**config.mk**
```make
export PLATFORM = sky130hd
export DESIGN_NAME = sica_bridge
export DESIGN_NICKNAME = d
export VERILOG_FILES = /design/src/sica_pkg.sv /design/src/sica_win_map.sv /design/src/sica_int_port.sv /design/src/sica_bridge.sv
export SDC_FILE = /design/constraint.sdc
export NUM_CORES = 1
export LEC_CHECK = 0
export BUFFER_PORTS_ARGS = -buffer_cell sky130_fd_sc_hd__buf_4
export CORE_MARGIN = 3
export CORE_UTILIZATION = 52
export CTS_CLUSTER_DIAMETER = 30
export DETAILED_ROUTE_END_ITERATION = 7
export GPL_TIMING_DRIVEN = 0
export HOLD_SLACK_MARGIN = 0.08
export PLACE_DENSITY = 0.91
export SYNTH_ARGS = -nofsm -noshare
export SYNTH_HDL_FRONTEND = slang
export SYNTH_SLANG_ARGS = --single-unit
export TNS_END_PERCENT = 10
```
**constraint.sdc**
```tcl
create_clock -name pclk -period 2.4 [get_ports pclk]
set_input_delay 0.12 -clock pclk [delete_from_list [all_inputs] [get_ports pclk]]
set_output_delay 0.12 -clock pclk [all_outputs]
set_load 0.02 [all_outputs]
```
**src/sica_pkg.sv**
```systemverilog
`default_nettype none
package sica_pkg;
  // ----------------------------------------------------------------
  // register offsets (byte addresses)
  // ----------------------------------------------------------------
  localparam logic [11:0] OFF_PORT1_FC    = 12'h1a0;
  localparam logic [11:0] OFF_PORT2_FC    = 12'h1a4;
  localparam logic [11:0] OFF_PORT0_FC    = 12'h1a8;
  localparam logic [11:0] OFF_IND_DATA    = 12'h1ac;
  localparam logic [11:0] OFF_IND_CMD     = 12'h1b0;
  localparam logic [11:0] OFF_PAUSE_HI    = 12'h1f0;
  localparam logic [11:0] OFF_PAUSE_LO    = 12'h1f4;
  localparam logic [11:0] OFF_WIN_FIRST   = 12'h200;
  localparam logic [11:0] OFF_WIN_LAST    = 12'h2f8;
  // ----------------------------------------------------------------
  // command register fields
  // ----------------------------------------------------------------
  localparam int CMD_PENDING_BIT = 31;
  localparam int CMD_RNW_BIT     = 30;
  localparam int CMD_UP_BIT      = 29;
  localparam int CMD_DOWN_BIT    = 28;
  localparam int CMD_LANE_LSB    = 16;
  localparam int CMD_ADDR_LSB    = 0;
  localparam logic [3:0]  LANES_ALL     = 4'hf;
  localparam logic [31:0] FC_WR_MASK    = 32'h0000_0047;
  localparam logic [31:0] PAUSE_HI_MASK = 32'h0000_ffff;
  localparam logic [31:0] RESET_WORD    = 32'h0000_0000;
  // window map base into internal space, one internal register per word
  localparam logic [15:0] WIN_MAP_BASE  = 16'h0000;
  // ----------------------------------------------------------------
  // sequencer states
  // ----------------------------------------------------------------
  typedef enum logic [1:0] {
    SICA_IDLE  = 2'b00,
    SICA_ISSUE = 2'b01,
    SICA_WAIT  = 2'b10
  } sica_state_t;
endpackage : sica_pkg
`default_nettype wire

```
**src/sica_win_map.sv**
```systemverilog
`default_nettype none
// ------------------------------------------------------------------
// direct window to internal address map
// ------------------------------------------------------------------
module sica_win_map (
  input  wire logic [11:0] host_addr,
  output logic             in_window,
  output logic [15:0]      mapped_addr
);
  logic [11:0] rel;
  always_comb begin
    rel = host_addr - sica_pkg::OFF_WIN_FIRST;
    in_window = (host_addr >= sica_pkg::OFF_WIN_FIRST) &&
                (host_addr <= sica_pkg::OFF_WIN_LAST);
    // fixed subset: window word n maps to internal register n
    mapped_addr = sica_pkg::WIN_MAP_BASE + {6'h00, rel[11:2]};
  end
endmodule : sica_win_map
`default_nettype wire

```
**src/sica_int_port.sv**
```systemverilog
`default_nettype none
// ------------------------------------------------------------------
// internal bus strobe shaper: request held until done, then one-cycle finished
// ------------------------------------------------------------------
module sica_int_port (
  input  wire logic pclk,
  input  wire logic presetn,
  input  wire logic start,
  input  wire logic int_done,
  output logic      int_req,
  output logic      finished
);
  logic req_d, req_q, fin_d, fin_q;
  always_comb begin
    req_d = req_q;
    fin_d = 1'b0;
    if (start) begin
      req_d = 1'b1;
    end else if (req_q && int_done) begin
      req_d = 1'b0;
      fin_d = 1'b1;
    end
  end
  always_ff @(posedge pclk or negedge presetn) begin
    if (!presetn) begin
      req_q <= 1'b0;
      fin_q <= 1'b0;
    end else begin
      req_q <= req_d;
      fin_q <= fin_d;
    end
  end
  assign int_req  = req_q;
  assign finished = fin_q;
endmodule : sica_int_port
`default_nettype wire

```
**src/sica_bridge.sv**
```systemverilog
`default_nettype none
module sica_bridge (
  input  wire logic        pclk,
  input  wire logic        presetn,
  input  wire logic        psel,
  input  wire logic        penable,
  input  wire logic        pwrite,
  input  wire logic [11:0] paddr,
  input  wire logic [31:0] pwdata,
  input  wire logic [3:0]  pstrb,
  output logic             pready,
  output logic             pslverr,
  output logic [31:0]      prdata,
  output logic             int_req,
  output logic             int_write,
  output logic [15:0]      int_addr,
  output logic [3:0]       int_lanes,
  output logic [31:0]      int_wdata,
  input  wire logic        int_done,
  input  wire logic [31:0] int_rdata,
  input  wire logic [6:0]  port_fc_status [3],
  output logic [6:0]       port_fc_ctrl [3],
  output logic [47:0]      pause_src_mac
);
  // ----------------------------------------------------------------
  // state
  // ----------------------------------------------------------------
  sica_pkg::sica_state_t st_d, st_q;
  logic [31:0] data_d, data_q;
  logic        pend_d, pend_q, rnw_d, rnw_q, up_d, up_q, dn_d, dn_q;
  logic [3:0]  lane_d, lane_q;
  logic [15:0] addr_d, addr_q;
  logic [31:0] fc_d [3];
  logic [31:0] fc_q [3];
  logic [31:0] phi_d, phi_q, plo_d, plo_q;
  logic [31:0] rd_d, rd_q;
  logic        rdy_d, rdy_q, err_d, err_q;
  logic        wr_q;
  logic        start, finished, req_w;
  logic        in_window;
  logic [15:0] win_addr;
  logic        setup, wr_acc, rd_acc;

  sica_win_map u_map (
    .host_addr   (paddr),
    .in_window   (in_window),
    .mapped_addr (win_addr)
  );

  sica_int_port u_port (
    .pclk     (pclk),
    .presetn  (presetn),
    .start    (start),
    .int_done (int_done),
    .int_req  (req_w),
    .finished (finished)
  );

  function automatic logic [31:0] merge(input logic [31:0] old,
                                        input logic [31:0] nw,
                                        input logic [3:0]  be);
    logic [31:0] r;
    r = old;
    for (int i = 0; i < 4; i++) begin
      if (be[i]) begin
        r[8*i +: 8] = nw[8*i +: 8];
      end
    end
    return r;
  endfunction : merge

  function automatic logic [15:0] step(input logic [15:0] a,
                                       input logic u, input logic d);
    logic [15:0] r;
    r = a;
    if (u) begin
      r = a + 16'h0001;
    end else if (d) begin
      r = a - 16'h0001;
    end
    return r;
  endfunction : step

  // ----------------------------------------------------------------
  // apb decode: one wait state, answer in the second access cycle
  // ----------------------------------------------------------------
  always_comb begin
    setup  = psel && penable && !rdy_q;
    wr_acc = setup && pwrite;
    rd_acc = setup && !pwrite;
  end

  // ----------------------------------------------------------------
  // register and sequencer next state
  // ----------------------------------------------------------------
  always_comb begin
    st_d   = st_q;
    data_d = data_q;
    pend_d = pend_q;
    rnw_d  = rnw_q;
    up_d   = up_q;
    dn_d   = dn_q;
    lane_d = lane_q;
    addr_d = addr_q;
    fc_d   = fc_q;
    phi_d  = phi_q;
    plo_d  = plo_q;
    rd_d   = rd_q;
    rdy_d  = setup;
    err_d  = 1'b0;
    start  = 1'b0;
    if (wr_acc) begin
      case (paddr)
        sica_pkg::OFF_PORT1_FC: fc_d[1] = merge(fc_q[1],
                                   pwdata & sica_pkg::FC_WR_MASK, pstrb);
        sica_pkg::OFF_PORT2_FC: fc_d[2] = merge(fc_q[2],
                                   pwdata & sica_pkg::FC_WR_MASK, pstrb);
        sica_pkg::OFF_PORT0_FC: fc_d[0] = merge(fc_q[0],
                                   pwdata & sica_pkg::FC_WR_MASK, pstrb);
        sica_pkg::OFF_PAUSE_HI: phi_d = merge(phi_q,
                                   pwdata & sica_pkg::PAUSE_HI_MASK, pstrb);
        sica_pkg::OFF_PAUSE_LO: plo_d = merge(plo_q, pwdata, pstrb);
        sica_pkg::OFF_IND_DATA: begin
          data_d = merge(data_q, pwdata, pstrb);
          if (!pend_q && !rnw_q && (up_q || dn_q)) begin
            pend_d = 1'b1;
          end
        end
        sica_pkg::OFF_IND_CMD: begin
          if (!pend_q) begin
            pend_d = pwdata[sica_pkg::CMD_PENDING_BIT];
            rnw_d  = pwdata[sica_pkg::CMD_RNW_BIT];
            lane_d = pwdata[sica_pkg::CMD_LANE_LSB +: 4];
            addr_d = pwdata[sica_pkg::CMD_ADDR_LSB +: 16];
          end
          up_d = pwdata[sica_pkg::CMD_UP_BIT];
          dn_d = pwdata[sica_pkg::CMD_DOWN_BIT];
        end
        default: begin
          if (in_window && !pend_q) begin
            data_d = pwdata;
            addr_d = win_addr;
            lane_d = sica_pkg::LANES_ALL;
            rnw_d  = 1'b0;
            pend_d = 1'b1;
          end else if (!in_window) begin
            err_d = 1'b1;
          end
        end
      endcase
    end
    if (rd_acc) begin
      case (paddr)
        sica_pkg::OFF_PORT1_FC: rd_d = {25'h0, port_fc_status[1][6:3],
                                        fc_q[1][2:0]} | (fc_q[1] &
                                        sica_pkg::FC_WR_MASK);
        sica_pkg::OFF_PORT2_FC: rd_d = {25'h0, port_fc_status[2][6:3],
                                        fc_q[2][2:0]} | (fc_q[2] &
                                        sica_pkg::FC_WR_MASK);
        sica_pkg::OFF_PORT0_FC: rd_d = {25'h0, port_fc_status[0][6:3],
                                        fc_q[0][2:0]} | (fc_q[0] &
                                        sica_pkg::FC_WR_MASK);
        sica_pkg::OFF_PAUSE_HI: rd_d = phi_q;
        sica_pkg::OFF_PAUSE_LO: rd_d = plo_q;
        sica_pkg::OFF_IND_DATA: begin
          rd_d = data_q;
          if (!pend_q && rnw_q && (up_q || dn_q)) begin
            addr_d = step(addr_q, up_q, dn_q);
            pend_d = 1'b1;
          end
        end
        sica_pkg::OFF_IND_CMD: rd_d = {pend_q, rnw_q, up_q, dn_q, 8'h00,
                                       lane_q, addr_q};
        default: begin
          rd_d  = sica_pkg::RESET_WORD;
          err_d = !in_window;
        end
      endcase
    end
    case (st_q)
      sica_pkg::SICA_IDLE: begin
        if (pend_q) begin
          st_d = sica_pkg::SICA_ISSUE;
        end
      end
      sica_pkg::SICA_ISSUE: begin
        start = 1'b1;
        st_d  = sica_pkg::SICA_WAIT;
      end
      sica_pkg::SICA_WAIT: begin
        // read data only stands with done, a cycle before finished
        if (req_w && int_done && rnw_q) begin
          data_d = int_rdata;
        end
        if (finished) begin
          if (!rnw_q && (up_q || dn_q)) begin
            addr_d = step(addr_q, up_q, dn_q);
          end
          pend_d = 1'b0;
          st_d   = sica_pkg::SICA_IDLE;
        end
      end
      default: st_d = sica_pkg::SICA_IDLE;
    endcase
  end

  // ----------------------------------------------------------------
  // registers
  // ----------------------------------------------------------------
  always_ff @(posedge pclk or negedge presetn) begin
    if (!presetn) begin
      st_q   <= sica_pkg::SICA_IDLE;
      data_q <= sica_pkg::RESET_WORD;
      pend_q <= 1'b0;
      rnw_q  <= 1'b0;
      up_q   <= 1'b0;
      dn_q   <= 1'b0;
      lane_q <= 4'h0;
      addr_q <= 16'h0000;
      for (int i = 0; i < 3; i++) begin
        fc_q[i] <= sica_pkg::RESET_WORD;
      end
      phi_q  <= sica_pkg::RESET_WORD;
      plo_q  <= sica_pkg::RESET_WORD;
      rd_q   <= sica_pkg::RESET_WORD;
      rdy_q  <= 1'b0;
      err_q  <= 1'b0;
      wr_q   <= 1'b1;
    end else begin
      st_q   <= st_d;
      data_q <= data_d;
      pend_q <= pend_d;
      rnw_q  <= rnw_d;
      up_q   <= up_d;
      dn_q   <= dn_d;
      lane_q <= lane_d;
      addr_q <= addr_d;
      fc_q   <= fc_d;
      phi_q  <= phi_d;
      plo_q  <= plo_d;
      rd_q   <= rd_d;
      rdy_q  <= rdy_d;
      err_q  <= err_d;
      wr_q   <= !rnw_d;
    end
  end

  // outputs: data, address and lanes are held registers
  assign pready        = rdy_q;
  assign pslverr       = err_q;
  assign prdata        = rd_q;
  assign int_req       = req_w;
  assign int_write     = wr_q;
  assign int_addr      = addr_q;
  assign int_lanes     = lane_q;
  assign int_wdata     = data_q;
  assign pause_src_mac = {phi_q[15:0], plo_q};
  always_comb begin
    for (int i = 0; i < 3; i++) begin
      port_fc_ctrl[i] = fc_q[i][6:0];
    end
  end

  // ----------------------------------------------------------------
  // assertions
  // ----------------------------------------------------------------
  a_pend_clears_done: assert property (@(posedge pclk) disable iff (!presetn)
    (st_q == sica_pkg::SICA_WAIT && finished) |=> !pend_q)
    else $error("pending did not clear on completion");
  a_cmd_starts_acc: assert property (@(posedge pclk) disable iff (!presetn)
    (wr_acc && paddr == sica_pkg::OFF_IND_CMD && !pend_q &&
     pwdata[sica_pkg::CMD_PENDING_BIT]) |=> pend_q ##2 int_req)
    else $error("command did not start access");
  a_win_loads_cmd: assert property (@(posedge pclk) disable iff (!presetn)
    (wr_acc && in_window && !pend_q) |=>
      (pend_q && !rnw_q && lane_q == 4'hf && addr_q == $past(win_addr)))
    else $error("window write did not load command");
  a_read_data_land: assert property (@(posedge pclk) disable iff (!presetn)
    (st_q == sica_pkg::SICA_WAIT && req_w && int_done && rnw_q) |=>
      data_q == $past(int_rdata))
    else $error("read data not captured");
  a_seq_wr_step: assert property (@(posedge pclk) disable iff (!presetn)
    (st_q == sica_pkg::SICA_WAIT && finished && !rnw_q && up_q) |=>
      addr_q == $past(addr_q) + 16'h0001)
    else $error("sequential write address did not step");
  a_seq_rd_restart: assert property (@(posedge pclk) disable iff (!presetn)
    (rd_acc && paddr == sica_pkg::OFF_IND_DATA && !pend_q && rnw_q &&
     dn_q) |=> (pend_q && addr_q == $past(addr_q) - 16'h0001))
    else $error("sequential read did not restart");
  a_seq_wr_start: assert property (@(posedge pclk) disable iff (!presetn)
    (wr_acc && paddr == sica_pkg::OFF_IND_DATA && !pend_q && !rnw_q &&
     (up_q || dn_q)) |=> pend_q)
    else $error("data write did not start sequential write");
  a_apb_one_wait: assert property (@(posedge pclk) disable iff (!presetn)
    (psel && !penable) ##1 (psel && penable) |=> pready)
    else $error("apb answer not after one wait");
  a_req_until_done: assert property (@(posedge pclk) disable iff (!presetn)
    (int_req && !int_done) |=> int_req)
    else $error("internal request dropped early");
  a_window_range: assert property (@(posedge pclk) disable iff (!presetn)
    (wr_acc && paddr == 12'h2fc) |=> !pend_q || $past(pend_q))
    else $error("write past window started access");
  c_single_write: cover property (@(posedge pclk) disable iff (!presetn)
    pend_q && !rnw_q ##[1:20] !pend_q);
  c_single_read: cover property (@(posedge pclk) disable iff (!presetn)
    pend_q && rnw_q ##[1:20] !pend_q);
  c_window_write: cover property (@(posedge pclk) disable iff (!presetn)
    wr_acc && in_window);
endmodule : sica_bridge
`default_nettype wire

```
==> flow_summary.rst, run 1 <==
.. list-table::
   :header-rows: 1

   * - Metric
     - Value
   * - Met1 global-route usage
     - 46.72%
   * - Sum of buffers and inverters on the critical path
     - 4
   * - Worst-skew pair later-pin latency
     - 0.44 ns
   * - FF-to-FF End
     - int_wdata[3]$_DFF_PN0_
   * - First-pass iteration count of the detailed router
     - 8
   * - Critical-path maximum fanout
     - 10
   * - Global-route wire length before repair
     - 53.53 mm
   * - Cell types occupying the most area after synthesis
     - dfrtp_1, mux2_2, nand2_1
   * - Upper clock frequency limit
     - 393.7 MHz
   * - Maximum cell stage delay along the critical path
     - 0.53 ns
   * - Total clock buffers created by CTS
     - 17
   * - Max Transition Viols Final
     - 0
   * - CP endpoint kind
     - flop
   * - Number of top-level pins
     - 264
   * - Beginning of the worst register-to-register path
     - rnw_q$_DFF_PN0_
   * - Critical path required time
     - 2.70 ns
   * - Detailed-route wire length per cell
     - 25.49 µm
   * - Minimum clock period after layout
     - 2.540 ns
   * - Layout overhead on the synthesized area
     - 41.74%
   * - Peak ir drop on the vdd network
     - 598.0 µV
   * - Setup repair after global routing missed its margin
     - true
   * - Post-synth top area share
     - 45.89%
   * - Routed wire length
     - 35.81 mm
   * - DRC violations left
     - 7
   * - Post-route design area
     - 0.01190 mm²
   * - Worst path cell trace
     - buf_4 > or4b_1 > buf_4 > or4_1 > buf_2 > nor3b_4 > nand3_1 > buf_2 > nand2_1 > o21ai_0
   * - Total placed instance area
     - 0.01055 mm²
   * - Number of warnings reported in the yosys synthesis log
     - 0
   * - Layer carrying the most global-route usage
     - met2
   * - Clock-pin slew on the worst setup and hold paths
     - 0.06 ns
   * - CTS sink cnt
     - 155
   * - Setup violations, final
     - 8
   * - Seq/Total Area, Yosys
     - 46.21%
   * - Worst setup slack for register-to-register paths
     - -0.07 ns
   * - Worst hold path cell count
     - 4
   * - Leading cell type by number of instances after synthesis
     - dfrtp_1
   * - Nets
     - 1292
   * - Die X
     - 133.1 µm
   * - Number of violations of the max-capacitance limit
     - 0
   * - Met3 GRT Util
     - 13.61%
   * - Post-DP HPWL
     - 23.63 mm
   * - GRT Residual Overflow
     - 0
   * - Final core occ
     - 76.86%
   * - Via density
     - 6.751
   * - Met2 Use GR
     - 60.89%
   * - Input/output buffers
     - 243
   * - Number of global-route vias before repair
     - 9319
   * - Placeable Area
     - 0.01548 mm²
   * - Top FF cell, synth
     - dfrtp_1
   * - Global-route usage over all layers
     - 39.25%
   * - Startpoint of the lowest-slack hold path
     - int_rdata[16]
   * - Seq cells post-synth
     - 155
   * - Violations in the final reports
     - design-rule violations, negative setup slack
   * - Total design power
     - 0.007458 W
   * - Final antenna-violating net count
     - 0
   * - Worst slew margin relative to its limit
     - 35.58%
   * - Maximum level of the CTS H-tree
     - 4
   * - Crit path max-delay family
     - simple AND/OR/NAND/NOR gates
   * - Class of the tightest hold or removal check
     - primary input to flop
   * - Result of the run
     - complete, but fails checks
   * - Global placement routability congestion
     - 1.031
   * - Share of flip-flops with an asynchronous set or reset after synthesis
     - 100.0%
   * - Diodes inserted
     - 0
   * - Post-synthesis cell count
     - 858
   * - Period utilization
     - 105.8%
   * - Type of the worst setup path
     - primary input to flop
   * - Worst slack at placement
     - -0.6363 ns
   * - CTS tree
     - yes
   * - Post-synthesis instance area
     - 0.008397 mm²
   * - Worst Tran Pin Value
     - 0.9663 ns
   * - Initial standard-cell utilization of the core
     - 54.23%
   * - Aggregate negative setup slack
     - -0.8037 ns
   * - Chip height
     - 133.1 µm
   * - Kind of launch point of the worst setup path
     - primary input
   * - Die area
     - 0.01771 mm²
   * - Cell at the slowest stage of the critical path
     - or4b_1
   * - Post-layout worst setup margin
     - -0.1403 ns
   * - Site Rows
     - 45
   * - Mean instance size in the synthesized netlist
     - 9.786 µm²
   * - Power per Cell Area
     - 626.6 mW/mm²
   * - Share of layout cells above drive strength 1
     - 36.52%
   * - List of most frequent post-synthesis cells
     - dfrtp_1, mux2_2, nand2_1
   * - Library cell used as clock root buffer
     - clkbuf_16
   * - Distinct cell type count of the synthesized netlist
     - 73
   * - Overall via count from detail_route
     - 9485
   * - Maximum number of pins on one net before global-route repair
     - 102
   * - Leak Pwr
     - 5.568 nW
   * - Cells on worst reg2reg path
     - 7
   * - Yosys top cell by area
     - dfrtp_1
   * - Antenna violations before repair
     - 0
   * - Hold Fails Final Rpt
     - 0
   * - Buffers from clock root to sink, at most
     - 2
   * - Clock skew
     - 0.01287 ns
   * - Arrival time reported for the critical path endpoint
     - 2.84 ns
   * - Number of enable-type register cells in the synthesized netlist
     - 0
   * - Detailed router's first-iteration violation count
     - 1504
   * - Hold Path Sink
     - int_wdata[16]$_DFF_PN0_
-- sequential cells by signal, indices dropped and copies added (netlist names) --
name             cells
int_write            1
pslverr              1
phi_q               16
prdata              32
rnw_q                1
st_q                 2
dn_q                 1
u_port.finished      1
int_lanes            4
up_q                 1
plo_q               32
pready               1
int_addr            16
int_wdata           32
port_fc_ctrl        12
u_port.int_req       1
pend_q               1
-- per-stage QoR --
| step | std cells | hold slack (ns) |
|---|---|---|
| after floorplan | 866 | -0.1756 |
| after global placement | 1320 | 0.3330 |
| after detailed placement | 1321 | 0.2884 |
| after CTS | 1406 | 0.08248 |
| after global routing | 1405 | 0.09380 |
| final | 1405 | 0.08384 |
-- cell type report --
cell class | instances | area [µm²]
buffer | 59 | 319.1
clock buffer | 21 | 450.4
clock inverter | 11 | 166.4
fill | 914 | 3582
inverter | 24 | 90.09
multi-input combinational | 625 | 4330
sequential | 155 | 3880
tap | 211 | 264.0
timing repair buffer | 299 | 2401
-- worst reg2reg max path: cells and delay by family, from the launching register on --
kind / cells / cell delay, ns
buffers and inverters: 2 / 0.87
flip-flops: 1 / 0.48
multiplexers: 1 / 0.43
AO/OA/AOI/OAI: 2 / 0.30
AND/OR/NAND/NOR: 2 / 0.22
-- per-layer routing --
metal | up-vias | share of wire [%]
met3 | 298 | 13
met2 | 901 | 45
li1 | 3822 | -
met4 | 0 | 8.0
met1 | 4464 | 34
met5 | - | 0
-- power breakdown --
part / internal [W] / switching, W
clock: 0.00177 / 0.00116
combinational: 0.000632 / 0.000825
sequential: 0.00281 / 0.000265
-- logic make-up (layout without fill, tap and decap cells) --
kind of cell	after synthesis	in the layout	synth area share [%]
buf+inv	86	414	4.664
xor+xnor	3	3	0.3130
compound gates	245	245	19.37
fa+ha+maj	4	4	0.5961
simple gates	263	263	15.36
flops	155	155	46.21
mux	101	101	13.44
other cells	1	9	0.04466
-- worst max-delay path by stage --
stage / start / cells after the start / end / slack [ns]
CTS: pend_q$_DFF_PN0_ / 5 / int_addr[12]$_DFF_PN0_ / -0.16
finish: paddr[9] / 10 / plo_q[8]$_DFFE_PN0P_ / -0.14
detailed placement: paddr[2] / 9 / int_wdata[7]$_DFF_PN0_ / -0.64
floorplan: paddr[3] / 7 / int_addr[13]$_DFF_PN0_ / 0.02
global placement: paddr[2] / 9 / int_wdata[19]$_DFF_PN0_ / -0.56
global route: paddr[9] / 10 / plo_q[8]$_DFFE_PN0P_ / -0.16
-- placed cells by master (no fill, tap or decap), types with 10 or more instances in the layout --
master         netlist  routed
buf_4               11     257
dfrtp_1            154     154
mux2_2              86      86
nand2_1             84      83
nor2_1              80      76
dlygate4sd3_1        0      53
a21oi_1             52      47
o21ai_0             46      44
a31oi_1             36      36
clkbuf_1            38      29
inv_1               24      24
a211oi_1            20      20
a22oi_1             20      20
clkbuf_16            0      17
nand3_1             16      16
nor3_1              14      13
mux2i_1             13      13
a222oi_1            10      10
-- what timing repair did --
action,in CTS,in global routing
resized for setup,15,46
endpoints found under the hold margin,202,0
buffers inserted,0,2
hold buffers,53,0
gates cloned,0,0
setup endpoints to repair,78,117
pin swaps,0,1
Power figures use the tool's default switching activity.
==> run 2, diff against run 1 <==
--- a/config.mk
+++ b/config.mk
@@ -5,6 +5,7 @@
 export SDC_FILE = /design/constraint.sdc
 export NUM_CORES = 1
 export LEC_CHECK = 0
+export ABC_CLOCK_PERIOD_IN_PS = 2400
 export BUFFER_PORTS_ARGS = -buffer_cell sky130_fd_sc_hd__buf_4
 export CORE_MARGIN = 3
 export CORE_UTILIZATION = 52
@@ -13,6 +14,7 @@
 export GPL_TIMING_DRIVEN = 0
 export HOLD_SLACK_MARGIN = 0.08
 export PLACE_DENSITY = 0.91
+export SETUP_SLACK_MARGIN = 0.1
 export SYNTH_ARGS = -nofsm -noshare
 export SYNTH_HDL_FRONTEND = slang
 export SYNTH_SLANG_ARGS = --single-unit
==> run 2 against run 1 <==
  * The run ends with negative setup slack left
  * Clock power decreased by 6%
  * Critical path depth unchanged
  * Clock skew decreased by 0.0067 ns
  * Combinational power about the same
  * Worst hold slack got worse by 0.023 ns
  * Cell area increased by 0.27%
  * Non-clock buffer count unchanged
  * Critical path type unchanged
  * Largest power group unchanged
==> flow_summary.rst, run 2 (synthesized netlist as in run 1, its figures left out) <==
.. list-table::
   :header-rows: 1

   * - Metric
     - Value
   * - Relative contribution of sequential cells to total power
     - 42.1% (+0.9 points)
   * - Class of the tightest hold or removal check
     - primary input to flop
   * - Post-route design area
     - 0.01193 mm² (+0.27%)
   * - Period utilization
     - 101.0% (-4.8 points)
   * - Clock skew
     - 0.006125 ns (-0.006741 ns)
   * - Switching share of power
     - 30.87% (+0.76 points)
   * - Setup violations, final
     - 2 (-6)
   * - Setup repair after global routing missed its margin
     - true
   * - Net switching power of the design
     - 0.002257 W (+0.52%)
   * - Global-route usage over all layers
     - 38.88% (-0.37 points)
   * - Die area
     - 0.01771 mm² (unchanged)
   * - Result of the run
     - complete, but fails checks
   * - CTS sink cnt
     - 155 (unchanged)
   * - Buffers from clock root to sink, at most
     - 2 (unchanged)
   * - Violations in the final reports
     - negative setup slack
   * - Overall via count from detail_route
     - 9482 (-0.032%)
   * - Peak ir drop on the vdd network
     - 574.4 µV (-4.0%)
   * - Final core occ
     - 77.07% (+0.21 points)
   * - Kind of launch point of the worst setup path
     - primary input
   * - Routed wire length
     - 36.17 mm (+0.99%)
   * - Most used cells in the layout excluding fill and tap cells
     - buf_4, dfrtp_1, mux2_2
   * - Type of the worst setup path
     - primary input to flop
   * - Total design power
     - 0.007313 W (-1.9%)
   * - Share of layout cells above drive strength 1
     - 38.06% (+1.5 points)
   * - Max Transition Viols Final
     - 0 (unchanged)
   * - Internal Dissipation
     - 0.005055 W (-3.0%)
   * - Nets
     - 1292 (unchanged)
   * - Global-route wire length before repair
     - 53.28 mm (-0.47%)
   * - Input/output buffers
     - 243 (unchanged)
   * - Library cell used as clock root buffer
     - clkbuf_16
   * - Number of top-level pins
     - 264 (unchanged)
   * - First-pass iteration count of the detailed router
     - 7 (-1)
   * - Worst slew margin relative to its limit
     - 44.70% (+9.1 points)
   * - CTS tree
     - yes
   * - Final antenna-violating net count
     - 0 (unchanged)
   * - Global placement routability congestion
     - 1.034 (+0.21%)
   * - Total placed instance area
     - 0.01058 mm² (+0.22%)
   * - Post-DP HPWL
     - 23.36 mm (-1.1%)
   * - Critical-path maximum fanout
     - 10 (unchanged)
   * - Via density
     - 6.749 (about the same)
   * - Maximum level of the CTS H-tree
     - 4 (unchanged)
   * - CP endpoint kind
     - flop
   * - Detailed-route wire length per cell
     - 25.74 µm (+0.99%)
   * - GRT Residual Overflow
     - 0 (unchanged)
   * - Number of global-route vias before repair
     - 9209 (-1.2%)
   * - DRC violations left
     - 0 (-7)
   * - Critical path required time
     - 2.74 ns (+0.04 ns)
   * - Chip height
     - 133.1 µm (unchanged)
   * - Worst-skew pair later-pin latency
     - 0.44 ns (about the same)
   * - Worst slack at placement
     - -0.6781 ns (-0.04179 ns)
   * - Number of violations of the max-capacitance limit
     - 0 (unchanged)
   * - Total clock buffers created by CTS
     - 17 (unchanged)
   * - Post-layout worst setup margin
     - -0.02432 ns (+0.1160 ns)
   * - Clock network power share
     - 37.6% (-1.6 points)
   * - Power per Cell Area
     - 612.8 mW/mm² (-2.2%)
   * - Minimum clock period after layout
     - 2.424 ns (-0.1160 ns)
   * - Leak Pwr
     - 5.580 nW (+0.23%)
   * - Power share of the combinational group
     - 20.3% (+0.8 points)
   * - Detailed router's first-iteration violation count
     - 1527 (+1.5%)
   * - Worst-case hold slack
     - 0.06087 ns (-0.02297 ns)
   * - Worst Tran Pin Value
     - 0.8250 ns (-0.1413 ns)
   * - Maximum number of pins on one net before global-route repair
     - 99 (-2.9%)
   * - Arrival time reported for the critical path endpoint
     - 2.77 ns (-0.07 ns)
   * - Hold Fails Final Rpt
     - 0 (unchanged)
   * - Layout overhead on the synthesized area
     - 42.12%
   * - Initial standard-cell utilization of the core
     - 54.23% (unchanged)
   * - Placeable Area
     - 0.01548 mm² (unchanged)
   * - Site Rows
     - 45 (unchanged)
   * - Upper clock frequency limit
     - 412.5 MHz (+4.8%)
   * - Die X
     - 133.1 µm (unchanged)
   * - Antenna violations before repair
     - 1 (+1)
   * - Clock-pin slew on the worst setup and hold paths
     - 0.06 ns (about the same)
   * - Most common cell after layout, fill and taps aside
     - buf_4
[run 2: final timing paths]
kind	from	end	slack [ns]	cells after the start
hold reg to reg	st_q[0]$_DFFE_PN0P_	st_q[0]$_DFFE_PN0P_	0.47	1
setup / recovery	paddr[9]	prdata[15]$_DFFE_PN0P_	-0.02	10
hold / removal	pstrb[1]	int_wdata[11]$_DFF_PN0_	0.06	4
min in group asynchronous	presetn	port_fc_ctrl[16]$_DFFE_PN0P_	0.23	2
setup reg to reg	pready$_DFF_PN0_	phi_q[5]$_DFFE_PN0P_	0.04	5
max in group asynchronous	presetn	pend_q$_DFF_PN0_	1.27	3
[run 2: critical path, stage by stage]
cell and delay (ns):
buf_4 0.14, or4b_4 0.54, buf_6 0.17, or4_4 0.41, buf_6 0.16, nor3b_4 0.36
buf_4 0.29, buf_6 0.20, a222oi_1 0.11, a31oi_1 0.27
[run 2: final cells by class]
cell class / count / area [µm²]
clock buffer: 21 / 470.5
fill: 945 / 3550
sequential: 155 / 3881
tap: 211 / 264.0
clock inverter: 10 / 115.1
inverter: 24 / 90.09
multi-input combinational: 625 / 4384
buffer: 60 / 342.8
antenna: 1 / 2.502
timing repair buffer: 298 / 2384
[run 2: routing by layer]
layer	vias up	wire, µm	track usage, %
li1	3819	-	-
met1	4396	12350	47.99
met2	958	15790	58.83
met3	309	4867	12.89
met4	0	3162	24.36
met5	-	0	0
[run 2: stage by stage]
stage | TNS (ns) | instances
4_1_cts | 0 | 1401
6_report | -0.03266 | 1405
2_1_floorplan | 0 | 866
5_1_grt | -0.07443 | 1405
3_5_place_dp | -50.72 | 1321
3_3_place_gp | -46.71 | 1320
[run 2: power by group through the flow]
stage	registers, W	clock network (W)	logic [W]
after detailed placement	0.00307	0	0.00131
final	0.00308	0.00275	0.00149
after global routing	0.00309	0.00282	0.00156
after floorplan	0.00322	0	0.000459
after CTS	0.00304	0.00270	0.00141
after global placement	0.00306	0	0.00128
[run 2: timing repair]
item                                    CTS  global route
hold buffers                             49             0
endpoints found under the setup margin  107            95
buffers inserted                          1             4
gates resized for setup                  24            53
pin swaps                                 1             3
hold endpoints to repair                162             0
==> run 3, diff against run 2 <==
--- a/config.mk
+++ b/config.mk
@@ -5,17 +5,17 @@
 export SDC_FILE = /design/constraint.sdc
 export NUM_CORES = 1
 export LEC_CHECK = 0
-export ABC_CLOCK_PERIOD_IN_PS = 2400
+export ABC_CLOCK_PERIOD_IN_PS = 3100
 export BUFFER_PORTS_ARGS = -buffer_cell sky130_fd_sc_hd__buf_4
 export CORE_MARGIN = 3
-export CORE_UTILIZATION = 52
+export CORE_UTILIZATION = 56
 export CTS_CLUSTER_DIAMETER = 30
 export DETAILED_ROUTE_END_ITERATION = 7
 export GPL_TIMING_DRIVEN = 0
 export HOLD_SLACK_MARGIN = 0.08
-export PLACE_DENSITY = 0.91
+export PLACE_DENSITY = 0.95
 export SETUP_SLACK_MARGIN = 0.1
 export SYNTH_ARGS = -nofsm -noshare
 export SYNTH_HDL_FRONTEND = slang
 export SYNTH_SLANG_ARGS = --single-unit
-export TNS_END_PERCENT = 10
+export TNS_END_PERCENT = 50
==> constraint.sdc (replaced) <==
create_clock -name pclk -period 3.1 [get_ports pclk]
set_input_delay 0.155 -clock pclk [delete_from_list [all_inputs] [get_ports pclk]]
set_output_delay 0.155 -clock pclk [all_outputs]
set_load 0.02 [all_outputs]
==> run 3 against run 2 <==
  * The run now ends clean
  * Largest cell class unchanged
  * Worst hold slack improved by 0.024 ns
  * Flip-flop and latch count unchanged
  * Cell area shrank 3.2%
  * Clock skew rose by 0.0086 ns
  * Clock-buffer cell count decreased by 4
  * Combinational power is 27% lower
  * Sequential power is 23% lower
  * Non-clock buffer count decreased by 14
  * Worst setup slack better by 0.088 ns
==> flow_summary.rst, run 3 (synthesized netlist as in run 1, its figures left out) <==
.. list-table::
   :header-rows: 1

   * - Metric
     - Value
   * - Final antenna-violating net count
     - 0 (unchanged)
   * - Maximum level of the CTS H-tree
     - 4 (unchanged)
   * - Switching share of power
     - 30.32% (-0.55 points)
   * - Number of filler instances in the final layout
     - 851 (-9.9%)
   * - Number of global-route vias before repair
     - 9094 (-1.2%)
   * - Worst-skew pair later-pin latency
     - 0.44 ns (about the same)
   * - Setup violations, final
     - 0 (-2)
   * - Clock-pin slew on the worst setup and hold paths
     - 0.07 ns (about the same)
   * - First-pass iteration count of the detailed router
     - 8 (+1)
   * - Class of the tightest hold or removal check
     - primary input to flop
   * - Global-route wire length before repair
     - 51.52 mm (-3.3%)
   * - Critical-path maximum fanout
     - 10 (unchanged)
   * - Power share of the combinational group
     - 19.0% (-1.3 points)
   * - Die X
     - 128.5 µm (-3.5%)
   * - Worst slew margin relative to its limit
     - 4.096% (-41 points)
   * - Cells on worst reg2reg path
     - 7 (+2)
   * - Chip height
     - 128.5 µm (-3.5%)
   * - Period utilization
     - 97.94%
   * - Worst setup slack for register-to-register paths
     - 0.21 ns (+0.17 ns)
   * - Number of non-filler instances in the completed layout
     - 1364 (-2.9%)
   * - Die area
     - 0.01650 mm² (-6.8%)
   * - Number of top-level pins
     - 264 (unchanged)
   * - Launching instance or port of the critical path
     - paddr[2]
   * - DRC violations left
     - 0 (unchanged)
   * - Detailed-route wire length per cell
     - 25.36 µm (-1.5%)
   * - Clock network power share
     - 40.0% (+2.4 points)
   * - Critical path required time
     - 3.44 ns (+0.70 ns)
   * - CTS tree
     - yes
   * - Type of the worst setup path
     - primary input to flop
   * - Diodes inserted
     - 0 (-1)
   * - Peak ir drop on the vdd network
     - 457.1 µV (-20%)
   * - Hold Path Sink
     - int_wdata[27]$_DFF_PN0_
   * - Internal Dissipation
     - 0.004010 W (-21%)
   * - Site Rows
     - 44 (-2.2%)
   * - Library cell used as clock root buffer
     - clkbuf_16
   * - Via density
     - 6.817 (+1.0%)
   * - Most common cell after layout, fill and taps aside
     - buf_4
   * - Total clock buffers created by CTS
     - 17 (unchanged)
   * - Arrival time reported for the critical path endpoint
     - 3.38 ns (+0.61 ns)
   * - Detailed router's first-iteration violation count
     - 1378 (-9.8%)
   * - Beginning of the worst register-to-register path
     - pend_q$_DFF_PN0_
   * - Hold Fails Final Rpt
     - 0 (unchanged)
   * - Maximum number of pins on one net before global-route repair
     - 92 (-7.1%)
   * - Global-route usage over all layers
     - 40.92% (+2.0 points)
   * - Share of layout cells above drive strength 1
     - 34.83% (-3.2 points)
   * - Max Transition Viols Final
     - 0 (unchanged)
   * - Result of the run
     - complete, no violations
   * - Setup repair after global routing missed its margin
     - true
   * - Number of violations of the max-capacitance limit
     - 0 (unchanged)
   * - Power per Cell Area
     - 498.3 mW/mm² (-19%)
   * - Worst Tran Pin Value
     - 1.425 ns (+0.6005 ns)
   * - Global placement routability congestion
     - 1.010 (-2.3%)
   * - Post-DP HPWL
     - 23.27 mm (-0.41%)
   * - CTS sink cnt
     - 155 (unchanged)
   * - Antenna violations before repair
     - 1 (unchanged)
   * - Overall via count from detail_route
     - 9298 (-1.9%)
   * - Minimum clock period after layout
     - 3.036 ns
   * - Buffers from clock root to sink, at most
     - 2 (unchanged)
   * - FF-to-FF End
     - int_wdata[22]$_DFF_PN0_
   * - Clock skew
     - 0.01477 ns (+0.008646 ns)
   * - Leak Pwr
     - 5.421 nW (-2.9%)
   * - Net switching power of the design
     - 0.001745 W (-23%)
   * - Initial standard-cell utilization of the core
     - 57.56% (+3.3 points)
   * - Input/output buffers
     - 243 (unchanged)
   * - CP endpoint kind
     - flop
   * - Placed cells
     - 1294 (-2.0%)
   * - GRT Residual Overflow
     - 0 (unchanged)
   * - Worst-case hold slack
     - 0.08490 ns (+0.02403 ns)
   * - Relative contribution of sequential cells to total power
     - 41.0% (-1.1 points)
   * - Worst hold path cell count
     - 4 (unchanged)
   * - Routed wire length
     - 34.59 mm (-4.4%)
   * - Layout overhead on the synthesized area
     - 37.54%
   * - Upper clock frequency limit
     - 329.4 MHz
   * - Kind of launch point of the worst setup path
     - primary input
   * - Most used cells in the layout excluding fill and tap cells
     - buf_4, dfrtp_1, mux2_2
   * - Final core occ
     - 79.16% (+2.1 points)
   * - Startpoint of the lowest-slack hold path
     - int_rdata[27]
   * - Placeable Area
     - 0.01459 mm² (-5.8%)
   * - Nets
     - 1278 (-1.1%)
-- run 3: how the worst max path moves through the flow --
stage	endpoint	slack, ns	cells past startpoint
floorplan	int_addr[13]$_DFF_PN0_	0.60	7
global placement	int_wdata[31]$_DFF_PN0_	-0.07	9
detailed placement	int_wdata[1]$_DFF_PN0_	-0.12	9
CTS	int_wdata[15]$_DFF_PN0_	0.26	9
global route	int_wdata[22]$_DFF_PN0_	0.05	7
finish	prdata[18]$_DFFE_PN0P_	0.06	8
-- run 3: repair_timing --
action / CTS / global route
gates resized for setup: 0 / 4
setup endpoints to repair: 0 / 18
endpoints found under the hold margin: 164 / 0
buffers inserted: 0 / 0
hold buffers: 38 / 0
-- run 3: cell type report --
cell class	instances	area [µm²]	area share [%]
clock inverter	15	211.5	1.831
timing repair buffer	282	2236	19.36
tap	184	230.2	1.993
inverter	24	90.09	0.7801
clock buffer	17	425.4	3.684
sequential	155	3880	33.60
buffer	62	301.5	2.611
multi-input combinational	625	4174	36.14
-- run 3: routing by layer --
| metal | part of all wire (%) | up-vias | track usage (%) |
|---|---|---|---|
| met5 | 0.049 | - | 0 |
| met4 | 7.1 | 2 | 23.85 |
| met3 | 13 | 220 | 10.92 |
| met2 | 45 | 882 | 63.35 |
| met1 | 34 | 4401 | 51.87 |
| li1 | - | 3793 | - |
-- run 3: metrics by stage --
| step | power (W) | instance area, µm² | TNS [ns] | worst slack, ns |
|---|---|---|---|---|
| final | 0.005755 | 11550 | 0 | 0.06389 |
| after global routing | 0.005900 | 11550 | 0 | 0.04506 |
| after detailed placement | 0.003389 | 10510 | -1.058 | -0.1244 |
| after global placement | 0.003349 | 10480 | -0.3230 | -0.07234 |
| after CTS | 0.005685 | 11530 | 0 | 0.2635 |
| after floorplan | 0.002845 | 8427 | 0 | 0.5989 |
-- run 3: critical path: stages --
cell and delay [ns]:
buf_4 0.08, clkbuf_1 0.40, or3b_2 0.52, nor4_2 0.36, clkbuf_1 0.57, clkbuf_1 0.70
a222oi_1 0.33, o21ai_0 0.24
-- run 3: power by group through the flow --
stage               registers, W  logic, W  clock network, W
global placement         0.00237  0.000977                 0
floorplan                0.00249  0.000353                 0
global route             0.00237   0.00116           0.00237
CTS                      0.00235   0.00106           0.00228
detailed placement       0.00238   0.00101                 0
finish                   0.00236   0.00109           0.00230
